## src/shared/pnd_pkg.sv

```systemverilog
package pnd_pkg;

    // ------------------------------------------------------------
    // Bus geometry
    // ------------------------------------------------------------
    localparam int PND_ADDR_W = 8;
    localparam int PND_DATA_W = 32;
    localparam int PND_GROUPS = 4;
    localparam int PND_SEL_W = 2;

    // ------------------------------------------------------------
    // Register offsets (byte addresses)
    // ------------------------------------------------------------
    localparam logic [7:0] PND_OFF_HIGH = 8'h00;
    localparam logic [7:0] PND_OFF_LOW = 8'h04;
    localparam logic [7:0] PND_OFF_HIGH_UPPER = 8'h08;
    localparam logic [7:0] PND_OFF_HIGH_LOWER = 8'h0c;
    localparam logic [7:0] PND_OFF_LOW_UPPER = 8'h10;
    localparam logic [7:0] PND_OFF_LOW_LOWER = 8'h14;
    localparam logic [7:0] PND_OFF_ENABLE = 8'h18;
    localparam logic [7:0] PND_OFF_TRIG_SEL = 8'h1c;
    localparam logic [7:0] PND_OFF_MODE = 8'h20;
    localparam logic [7:0] PND_OFF_OUTPUT = 8'h24;

    // ------------------------------------------------------------
    // Field positions
    // ------------------------------------------------------------
    localparam int PND_SEL_G3 = 6;
    localparam int PND_SEL_G2 = 4;
    localparam int PND_SEL_G1 = 2;
    localparam int PND_SEL_G0 = 0;

    // ------------------------------------------------------------
    // Reset values
    // ------------------------------------------------------------
    localparam logic [15:0] PND_PATTERN_RESET = 16'h0000;
    localparam logic [15:0] PND_ENABLE_RESET = 16'h0000;
    localparam logic [15:0] PND_OUTPUT_RESET = 16'h0000;
    localparam logic [7:0] PND_TRIG_SEL_RESET = 8'hff;
    localparam logic [3:0] PND_MODE_RESET = 4'h0;
    localparam logic [3:0] PND_RSVD_NIBBLE = 4'hf;

    // One nibble in a split-layout byte, the idle half reading as ones
    function automatic logic [7:0] pnd_nib_view(input logic [3:0] bits, input logic upper);
        pnd_nib_view = upper ? {bits, PND_RSVD_NIBBLE} : {PND_RSVD_NIBBLE, bits};
    endfunction : pnd_nib_view

endpackage : pnd_pkg

```

## src/core/pnd_trig_sel.sv

```systemverilog
`timescale 1ns/1ps
module pnd_trig_sel (
    input wire logic [pnd_pkg::PND_SEL_W-1:0] sel,
    input wire logic nov,
    input wire logic [3:0] cmp_match_a,
    input wire logic [3:0] cmp_match_b,
    output logic fire
);
    import pnd_pkg::*;

    // ------------------------------------------------------------
    // Channel pick and mode
    // ------------------------------------------------------------
    always_comb begin
        fire = cmp_match_a[sel] | (nov & cmp_match_b[sel]);
    end

endmodule : pnd_trig_sel

```

## src/core/pnd_out_group.sv

```systemverilog
`timescale 1ns/1ps
module pnd_out_group (
    input wire logic pclk,
    input wire logic presetn,
    input wire logic fire,
    input wire logic [3:0] enable,
    input wire logic [3:0] staged,
    input wire logic cpu_we,
    input wire logic [3:0] cpu_wdata,
    output logic [3:0] data
);
    import pnd_pkg::*;

    logic [3:0] next_data;

    // ------------------------------------------------------------
    // Output data nibble
    // ------------------------------------------------------------
    always_comb begin
        for (int i = 0; i < 4; i++) begin
            if (enable[i]) begin
                next_data[i] = fire ? staged[i] : data[i];
            end else begin
                next_data[i] = cpu_we ? cpu_wdata[i] : data[i];
            end
        end
    end

    always_ff @(posedge pclk or negedge presetn) begin
        if (!presetn) begin
            data <= PND_OUTPUT_RESET[3:0];
        end else begin
            data <= next_data;
        end
    end

endmodule : pnd_out_group

```

## src/core/pnd_next_data.sv

```systemverilog
// Function
// - Sixteen-bit staging store, cleared at reset
// - Address layout follows shared or split triggers
// - Groups 3/2 shared: high byte one address
// - Groups 3/2 split: high nibbles separate addresses
// - Groups 1/0 shared: low byte one address
// - Groups 1/0 split: low nibbles separate addresses
// - Trigger copies high byte into output data
// - Trigger copies low byte into output data
// - Split layout idle nibble reads ones, ignores writes
// - Only enabled bits transfer on trigger
// - Select codes pick timer channel 0..3
// - Normal mode match A; non-overlap A or B
`timescale 1ns/1ps
module pnd_next_data (
    input wire logic pclk,
    input wire logic presetn,
    input wire logic psel,
    input wire logic penable,
    input wire logic pwrite,
    input wire logic [pnd_pkg::PND_ADDR_W-1:0] paddr,
    input wire logic [pnd_pkg::PND_DATA_W-1:0] pwdata,
    output logic [pnd_pkg::PND_DATA_W-1:0] prdata,
    output logic pready,
    output logic pslverr,
    input wire logic [3:0] cmp_match_a,
    input wire logic [3:0] cmp_match_b,
    output logic [15:0] output_data
);
    import pnd_pkg::*;

    logic [15:0] staged;
    logic [15:0] enable;
    logic [7:0] trig_sel;
    logic [3:0] nov;
    logic [31:0] rdata;
    logic rerr;
    logic [15:0] next_staged;
    logic [15:0] next_enable;
    logic [7:0] next_trig_sel;
    logic [3:0] next_nov;
    logic [31:0] next_rdata;
    logic next_rerr;
    logic shared_hi;
    logic shared_lo;
    logic setup;
    logic wr_acc;
    logic addr_ok;
    logic out_we;
    logic [3:0] fire;

    // ------------------------------------------------------------
    // Address decoding
    // ------------------------------------------------------------
    function automatic logic pnd_decode(input logic [7:0] a, input logic sh, input logic sl);
        logic ok;
        ok = 1'b0;
        unique case (a)
            PND_OFF_HIGH: ok = sh;
            PND_OFF_HIGH_UPPER, PND_OFF_HIGH_LOWER: ok = !sh;
            PND_OFF_LOW: ok = sl;
            PND_OFF_LOW_UPPER, PND_OFF_LOW_LOWER: ok = !sl;
            PND_OFF_ENABLE, PND_OFF_TRIG_SEL, PND_OFF_MODE, PND_OFF_OUTPUT: ok = 1'b1;
            default: ok = 1'b0;
        endcase
        pnd_decode = ok;
    endfunction : pnd_decode

    assign shared_hi = trig_sel[PND_SEL_G3+:2] == trig_sel[PND_SEL_G2+:2];
    assign shared_lo = trig_sel[PND_SEL_G1+:2] == trig_sel[PND_SEL_G0+:2];
    assign setup = psel & !penable;
    assign addr_ok = pnd_decode(paddr, shared_hi, shared_lo);
    assign wr_acc = psel & penable & pwrite & addr_ok;
    assign out_we = wr_acc & (paddr == PND_OFF_OUTPUT);
    assign pready = 1'b1;
    assign pslverr = psel & penable & rerr;
    assign prdata = rdata;

    // ------------------------------------------------------------
    // Register file
    // ------------------------------------------------------------
    always_comb begin
        next_staged = staged;
        next_enable = enable;
        next_trig_sel = trig_sel;
        next_nov = nov;
        next_rdata = rdata;
        next_rerr = rerr;
        if (wr_acc) begin
            unique case (paddr)
                PND_OFF_HIGH: next_staged[15:8] = pwdata[7:0];
                PND_OFF_HIGH_UPPER: next_staged[15:12] = pwdata[7:4];
                PND_OFF_HIGH_LOWER: next_staged[11:8] = pwdata[3:0];
                PND_OFF_LOW: next_staged[7:0] = pwdata[7:0];
                PND_OFF_LOW_UPPER: next_staged[7:4] = pwdata[7:4];
                PND_OFF_LOW_LOWER: next_staged[3:0] = pwdata[3:0];
                PND_OFF_ENABLE: next_enable = pwdata[15:0];
                PND_OFF_TRIG_SEL: next_trig_sel = pwdata[7:0];
                PND_OFF_MODE: next_nov = pwdata[3:0];
                default: next_nov = nov;
            endcase
        end
        if (setup) begin
            next_rerr = !addr_ok;
            next_rdata = 32'h0000_0000;
            if (!pwrite) begin
                unique case (paddr)
                    PND_OFF_HIGH: next_rdata[7:0] = shared_hi ? staged[15:8] : 8'h00;
                    PND_OFF_HIGH_UPPER: next_rdata[7:0] = pnd_nib_view(staged[15:12], 1'b1);
                    PND_OFF_HIGH_LOWER: next_rdata[7:0] = pnd_nib_view(staged[11:8], 1'b0);
                    PND_OFF_LOW: next_rdata[7:0] = shared_lo ? staged[7:0] : 8'h00;
                    PND_OFF_LOW_UPPER: next_rdata[7:0] = pnd_nib_view(staged[7:4], 1'b1);
                    PND_OFF_LOW_LOWER: next_rdata[7:0] = pnd_nib_view(staged[3:0], 1'b0);
                    PND_OFF_ENABLE: next_rdata[15:0] = enable;
                    PND_OFF_TRIG_SEL: next_rdata[7:0] = trig_sel;
                    PND_OFF_MODE: next_rdata[3:0] = nov;
                    PND_OFF_OUTPUT: next_rdata[15:0] = output_data;
                    default: next_rdata = 32'h0000_0000;
                endcase
                if (!addr_ok) begin
                    next_rdata = 32'h0000_0000;
                end
            end
        end
    end

    always_ff @(posedge pclk or negedge presetn) begin
        if (!presetn) begin
            staged <= PND_PATTERN_RESET;
            enable <= PND_ENABLE_RESET;
            trig_sel <= PND_TRIG_SEL_RESET;
            nov <= PND_MODE_RESET;
            rdata <= 32'h0000_0000;
            rerr <= 1'b0;
        end else begin
            staged <= next_staged;
            enable <= next_enable;
            trig_sel <= next_trig_sel;
            nov <= next_nov;
            rdata <= next_rdata;
            rerr <= next_rerr;
        end
    end

    // ------------------------------------------------------------
    // Trigger selection and output data
    // ------------------------------------------------------------
    for (genvar g = 0; g < PND_GROUPS; g++) begin : g_group
        pnd_trig_sel u_trig (
            .sel(trig_sel[PND_SEL_W*g+:PND_SEL_W]),
            .nov(nov[g]),
            .cmp_match_a(cmp_match_a),
            .cmp_match_b(cmp_match_b),
            .fire(fire[g])
        );
        pnd_out_group u_out (
            .pclk(pclk),
            .presetn(presetn),
            .fire(fire[g]),
            .enable(enable[4*g+:4]),
            .staged(staged[4*g+:4]),
            .cpu_we(out_we),
            .cpu_wdata(pwdata[4*g+:4]),
            .data(output_data[4*g+:4])
        );
    end

    // ------------------------------------------------------------
    // Assertions
    // ------------------------------------------------------------
    property p_reset_clear;
        @(posedge pclk) $rose(presetn) |-> (staged == 16'h0000);
    endproperty
    a_reset_clear: assert property (p_reset_clear) else $error("Store not clear after reset");

    property p_shared_high_write;
        @(posedge pclk) disable iff (!presetn)
        (psel && penable && pwrite && paddr == PND_OFF_HIGH && shared_hi)
            |=> (staged[15:8] == $past(pwdata[7:0]));
    endproperty
    a_shared_high_write: assert property (p_shared_high_write) else $error("High byte write lost");

    property p_split_high_upper;
        @(posedge pclk) disable iff (!presetn)
        (psel && penable && pwrite && paddr == PND_OFF_HIGH_UPPER && !shared_hi)
            |=> (staged[15:12] == $past(pwdata[7:4])) && $stable(staged[11:8]);
    endproperty
    a_split_high_upper: assert property (p_split_high_upper) else $error("Upper nibble write bad");

    property p_shared_low_write;
        @(posedge pclk) disable iff (!presetn)
        (psel && penable && pwrite && paddr == PND_OFF_LOW && shared_lo)
            |=> (staged[7:0] == $past(pwdata[7:0]));
    endproperty
    a_shared_low_write: assert property (p_shared_low_write) else $error("Low byte write lost");

    property p_split_low_lower;
        @(posedge pclk) disable iff (!presetn)
        (psel && penable && pwrite && paddr == PND_OFF_LOW_LOWER && !shared_lo)
            |=> (staged[3:0] == $past(pwdata[3:0])) && $stable(staged[7:4]);
    endproperty
    a_split_low_lower: assert property (p_split_low_lower) else $error("Lower nibble write bad");

    property p_xfer_high;
        @(posedge pclk) disable iff (!presetn)
        (fire[3] && enable[15]) |=> (output_data[15] == $past(staged[15]));
    endproperty
    a_xfer_high: assert property (p_xfer_high) else $error("High bit not transferred");

    property p_xfer_low;
        @(posedge pclk) disable iff (!presetn)
        (fire[0] && enable[0]) |=> (output_data[0] == $past(staged[0]));
    endproperty
    a_xfer_low: assert property (p_xfer_low) else $error("Low bit not transferred");

    property p_reserved_ones;
        @(posedge pclk) disable iff (!presetn)
        (setup && !pwrite && paddr == PND_OFF_HIGH_UPPER && !shared_hi)
            ##1 (psel && penable) |-> (prdata[3:0] == 4'hf);
    endproperty
    a_reserved_ones: assert property (p_reserved_ones) else $error("Idle nibble not ones");

    property p_disabled_hold;
        @(posedge pclk) disable iff (!presetn)
        (!enable[0] && !out_we) |=> $stable(output_data[0]);
    endproperty
    a_disabled_hold: assert property (p_disabled_hold) else $error("Disabled bit changed");

    property p_trigger_pick;
        @(posedge pclk) disable iff (!presetn)
        fire[1] == (cmp_match_a[trig_sel[3:2]] || (nov[1] && cmp_match_b[trig_sel[3:2]]));
    endproperty
    a_trigger_pick: assert property (p_trigger_pick) else $error("Wrong trigger source");

    property p_layout_follow;
        @(posedge pclk) disable iff (!presetn)
        (setup && paddr == PND_OFF_HIGH && trig_sel[7:6] != trig_sel[5:4])
            ##1 (psel && penable) |-> pslverr;
    endproperty
    a_layout_follow: assert property (p_layout_follow) else $error("Shared address open when split");

    c_split_write: cover property (@(posedge pclk) disable iff (!presetn)
        wr_acc && paddr == PND_OFF_HIGH_LOWER);
    c_shared_write: cover property (@(posedge pclk) disable iff (!presetn)
        wr_acc && paddr == PND_OFF_LOW);
    c_transfer: cover property (@(posedge pclk) disable iff (!presetn)
        fire[2] && enable[11:8] != 4'h0);
    c_nonoverlap: cover property (@(posedge pclk) disable iff (!presetn)
        nov[0] && cmp_match_b[trig_sel[1:0]] && !cmp_match_a[trig_sel[1:0]]);

endmodule : pnd_next_data

```

## config.mk

```make
export PLATFORM = sky130hd
export DESIGN_NAME = pnd_next_data
export DESIGN_NICKNAME = d
export VERILOG_FILES = /design/src/shared/pnd_pkg.sv /design/src/core/pnd_trig_sel.sv /design/src/core/pnd_out_group.sv /design/src/core/pnd_next_data.sv
export SDC_FILE = /design/constraint.sdc
export NUM_CORES = 1
export LEC_CHECK = 0
export BUFFER_PORTS_ARGS = -buffer_cell sky130_fd_sc_hd__clkbuf_2
export CAP_MARGIN = 20
export CORE_UTILIZATION = 36
export DETAILED_ROUTE_END_ITERATION = 16
export PLACE_DENSITY_LB_ADDON = 0.12
export REMOVE_ABC_BUFFERS = 1
export SETUP_SLACK_MARGIN = 0.05
export SYNTH_ARGS = -nofsm -noshare
export SYNTH_HDL_FRONTEND = slang
export SYNTH_SLANG_ARGS = --single-unit
```

## constraint.sdc

```tcl
create_clock -name pclk -period 2.2 [get_ports pclk]
set_input_delay 0.66 -clock pclk [delete_from_list [all_inputs] [get_ports pclk]]
set_output_delay 0.66 -clock pclk [all_outputs]
set_load 0.05 [all_outputs]
```

# Word level (Yosys, flattened, before mapping)
# Index checks and enable logic that the tools add are counted.
classes:
  order_cmp: 4
  n_eq_ne: 27
  mux: 72
  bitwise: 14
  n_reduce_logical: 53
ops:
  columns: ["op", "n"]
  rows:
  - ["$mux W1", 56]
  - ["$reduce_and A2 Y1", 23]
  - ["$pmux W4 S9", 1]
  - ["$eq A8 B5 Y1 const B", 4]
  - ["$mux W16", 2]
  - ["$ne A2 B1 Y1 const B", 16]
  - ["$pmux W4 S8", 1]
  - ["$reduce_bool A2 Y1", 16]
  - ["$bmux W1 S2", 8]
  - ["$eq A8 B4 Y1 const B", 2]
  - ["$eq A8 B6 Y1 const B", 2]
  - ["$mux W8", 2]
  - ["$pmux W8 S2", 1]
  - ["$reduce_or A2 Y1", 8]
  - ["$lt A2 B3 Y1 const B", 4]
  - ["$and A1 B1 Y1", 10]
  - ["$eq A8 B3 Y1 const B", 1]
  - ["$logic_not A8 Y1", 1]
  - ["$pmux W1 S5", 1]
  - ["$eq A2 B2 Y1", 2]
  - ["$logic_not A1 Y1", 4]
  - ["$or A1 B1 Y1", 4]
  - ["$reduce_or A4 Y1", 1]
totals:
  regBits: 93
  input_bits: 53
  output_inout_bits: 50

# Logic depth before layout (Yosys ltp)
logic_depth:
  ltp_word: 7
  depth_mapped: 7
  mapped_depth_nobuf: 5

# Cells and area by module
# From an unflattened synthesis, not the netlist that was laid out.
unflattened:
  hier_cells: 412
  hier_area_um2: 4493.1
by_module_without_submodules:
  columns: ["mod", "instances", "cells_each", "area_each_um2", "seq_area_each_um2"]
  rows:
  - ["pnd_next_data", 1, 328, 3362.0, 1536.5]
  - ["pnd_out_group", 4, 18, 230.2, 100.1]
  - ["pnd_trig_sel", 4, 3, 52.6, 0.0]

# Least setup slack after synthesis
# No wires, ideal clock.
synth_timing:
  kind: "input port to flip-flop"
  from: "input paddr[3] (netlist name)"
  to: "register staged[10]"
  setup_ps: 125
  arrival_ps: 2185
  required_time_ps: 2075
  setup_slack_ps: -110
  cell_stages: 5
  cell_sequence: "clkbuf_1 -> a211oi_1 -> or4_4 -> a21oi_4 -> mux2_4"
synth_between:
  elab_chain_cells: 5
  word_cells_on_any_way: 17
  cone_classes: "9 x eq/ne; 1 x mux; 1 x bitwise; 6 x reduce/logical"
synth_rtl:
  columns: ["element", "line_no", "text"]
  rows:
  - ["from (decl)", "pnd_next_data.sv:21", "input wire logic [pnd_pkg::PND_ADDR_W-1:0] paddr,"]
  - ["$eq A8 B6 Y1 (tied with other cells)", "pnd_next_data.sv:58", "unique case (a)"]
  - ["$reduce_or A4 Y1 / $reduce_or A2 Y1 (equally long branches)", "pnd_next_data.sv:58", null]
  - ["$pmux W1 S5", "pnd_next_data.sv:58", null]
  - ["$and A1 B1 Y1", "pnd_next_data.sv:73", "assign wr_acc = psel & penable & pwrite & addr_ok;"]
  - ["$reduce_and A2 Y1 (no line) *", null, null]
  - ["to (signal assigned)", "pnd_next_data.sv:136", "staged <= next_staged;"]
  - ["to (decl)", "pnd_next_data.sv:32", "logic [15:0] staged;"]
# Every way passes the cells marked *; elsewhere a longest branch is shown, timed or not.
# A chain may end at the register's enable or synchronous reset.

# Worst setup path in the final report
layout_timing:
  from: "input paddr[5] (netlist name)"
  to: "register staged[3]"
layout_between:
  elab_chain_cells: 5
  word_cells_on_any_way: 17
  cone_classes: "9 x eq/ne; 1 x mux; 1 x bitwise; 6 x reduce/logical"
layout_rtl:
  columns: ["element", "line_no"]
  rows:
  - ["$eq A8 B6 Y1 (tied with other cells)", "pnd_next_data.sv:58"]
  - ["$reduce_or A4 Y1 / $reduce_or A2 Y1 (equally long branches)", "pnd_next_data.sv:58"]
  - ["$pmux W1 S5", "pnd_next_data.sv:58"]
  - ["$and A1 B1 Y1", "pnd_next_data.sv:73"]
  - ["$reduce_and A2 Y1 (no line) *", null]
# Marked as above.

==> results.md <==
- Syn Inst Count: 425
- TritonCTS clock tree: built
- Ys flop type: dfrtp_1
- H-tree depth: 3
- Num Clock Sinks: 77
- Routed WL: 12,500 µm
- Critical R2R Capture: staged[11]
- Hold Buf Count CTS: 0
- R2R Path Start: trig_sel[4]
- Most common cell after layout, fill and taps aside: buf_4
- #FFs+latches synth: 77
- Layout cells sized above 1: 0.420
- Mapped cell area: 4470 µm²
- Synthesis-to-layout area growth: 32.0%
- I/O Pins: 103
- Busiest grt layer: met2
- Sequential Power Share: 0.413
- Element type at the critical path end: flip-flop
- Post-layout min period: 2230 ps
- Clk pwr share: 0.396
- Fin nets: 615
- CP endpoint: staged[3]
- Failing checks: negative setup slack
- TritonCTS Buffers: 9
- Final setup vio count: 13
- Initial antenna violation count: 0
- DP Worst Slack: -425 ps
- Leading area contributor after synthesis: dfrtp_1
- GRT Total Usage: 0.210
- Max Root-Sink Buffers: 2
- Starting Density: 0.371
- Final hold viol count: 0
- Vias: 3,784
- Maximum VDD drop: 0.314 mV
- Clock Latency Late Sink: 350 ps
- Synthesized area per cell: 10.5 µm²
- Setup slack after layout: -26.6 ps
- Crit start category: input port
- Slowest-stage cell, CP: or3_1
- Die area: 12,900 µm²
- Top cells by area, synth: dfrtp_1 (39%), mux2_2 (7.0%), dfstp_2 (4.7%)
- Register area share after synthesis: 0.433
- First-pass GRT wire length: 20,300 µm
- Antenna cells: 0
- Commonest cells after routing, fill and taps aside: buf_4 (72), dfrtp_1 (69), clkbuf_2 (66)
- Ys async rst share: 1.00
- Worst path arrival time: 2450 ps
- Slew of the pin with the lowest slew margin: 546 ps
- Top-area cell type share of the netlist area: 0.386
- Cell Int Power: 0.00261 W
- Largest net degree at the start of global routing: 46
- WS Path Type: input port to flip-flop
- Reg2reg path depth: 5
- Via/cell ratio: 5.15
- Met3 Resource Use GR: 0.0351
- CTS clk-pin slew, worst paths: 60 ps
- Final period util: 1.01
- Max incr delay on CP: 500 ps
- Vias in the first global route: 3,726
- Max Freq: 0.449 GHz
- Max Fanout on Critical Path: 4
- Placed Area: 5480 µm²
- Post-route cell area: 5900 µm²
- Clock Root Buffer: clkbuf_16
- Wire per inst: 17.1 µm
- Placer Congestion: 0.890
- P per Cell Area: 638 nW/µm²
- Flop-to-flop setup slack: 20 ps
- First-pass detailed-route iteration total: 5
- ANT nets after route: 0
- Yosys cell types: 54
- Slew headroom: 0.635
- Post-synth EDFFs: 0
- Status: finished, violations left
- Syn. warnings: 0
- Met1 GRT Util: 0.298
- Drc violations: 0
- Min-Delay Path Class: input port to asynchronous set/reset pin
- Sw Pwr: 0.00116 W
- Critical Path Start: paddr[5]
- Worst-path cell chain: clkbuf_2 > or3_1 > a211oi_4 > o311ai_4 > a21oi_4 > mux2_4
- Die Width: 113 µm
- Skew final: 5.46 ps
- Final HPWL DP: 9770 µm
- Sw Share: 0.309
- Required @ worst endpoint: 2430 ps
- Max-cap violation count: 0
- Gr ovfl total: 0
- Routing usage on met2: 0.319
- P_leak: 2.71 nW
- Iter 0 DRT Violations: 242
- # port buffers: 69
- Slew Limit Fails: 0
- Die Height: 113 µm
- Combinational power share: 0.191
- Area of the core: 12,100 µm²
- RSZ-0062 raised after global routing: true
- Core Rows: 40
power groups by stage:
stage,sequential (W),combinational [W],clock [W]
6_report,0.00156,0.000719,0.00149
5_1_grt,0.00157,0.000768,0.00158
4_1_cts,0.00156,0.000721,0.00152
3_5_place_dp,0.00158,0.000712,0
3_3_place_gp,0.00158,0.000703,0
2_1_floorplan,0.00178,0.000226,0
flip-flops by register name, indices dropped and copies added, names as in the netlist:
| register | count |
|---|---|
| nov | 4 |
| staged | 16 |
| g_group.u_out.data | 16 |
| prdata | 16 |
| rerr | 1 |
| trig_sel | 8 |
| enable | 16 |
critical path, delay by kind of cell:
family	cells	cell delay (ps)
mux	1	330
buf+inv	1	120
compound gates	3	840
simple gates	1	500
stage by stage:
stage	setup TNS, ps	hold WS, ps	total power, W	std cells	util
after floorplan	-2650	364	0.00201	405	-
after global placement	-16160	462	0.00228	715	0.454
after detailed placement	-16740	471	0.00230	715	0.454
after CTS	-60.2	263	0.00380	733	0.485
after global routing	-851	284	0.00392	735	0.490
final	-104	252	0.00377	735	0.490
repair_timing:
| item | in CTS | in global routing |
|---|---|---|
| setup buffers | 2 | 2 |
| gates cloned | 0 | 0 |
| gates resized for setup | 12 | 10 |
| pin swaps | 5 | 8 |
| endpoints found under the setup margin | 28 | 35 |
worst min path at each step:
stage	start	to	depth (start not counted)
CTS	presetn	g_group[2].u_out.data[1]	1
floorplan	presetn	enable[0]	0
finish	presetn	g_group[2].u_out.data[1]	1
detailed placement	prdata[10]	prdata[10]	2
global route	presetn	g_group[2].u_out.data[1]	1
global placement	prdata[10]	prdata[10]	2
cells by family (layout without fill, tap and decap cells):
logic type,after synthesis,after routing,share of synthesized area
buffers and inverters,37,164,0.0487
DFF,77,77,0.433
other,2,17,0.00168
xor gates and xnor gates,6,6,0.0151
and+or+nand+nor,126,126,0.145
muxes,68,68,0.183
AOI/OAI and AO/OA,109,109,0.173
cell type report:
type / count / area, µm²
clock buffer: 12 / 246
sequential: 77 / 1940
clock inverter: 4 / 47.5
timing repair buffer: 146 / 998
multi-input combinational: 326 / 2460
fill: 1140 / 6160
inverter: 2 / 7.51
tap: 168 / 210
routing by layer:
layer  wire length, µm  share of wire
met5                 0              0
met4               210          0.017
met3               450          0.036
met2              5700           0.45
met1              6180           0.49
cells in the mapped netlist (all sizes together) (2+ instances only):
cell,n
mux2,46
xor2,2
xnor2,4
nor2,39
nand2b,6
and2,2
dfstp,8
mux2i,18
a211oi,17
nor2b,4
o2bb2ai,3
a221oi,5
o21a,2
and3,7
nand4,2
conb,2
o22ai,3
o21ai,17
or3,3
dfrtp,69
nor3,19
o211ai,10
inv,2
nor4,2
a22oi,14
a21oi,32
buf,24
clkbuf,11
mux4,4
nand3,7
o32ai,2
nor4b,2
nand2,28
or4,2
No activity file was read; power rests on OpenSTA's default activity.
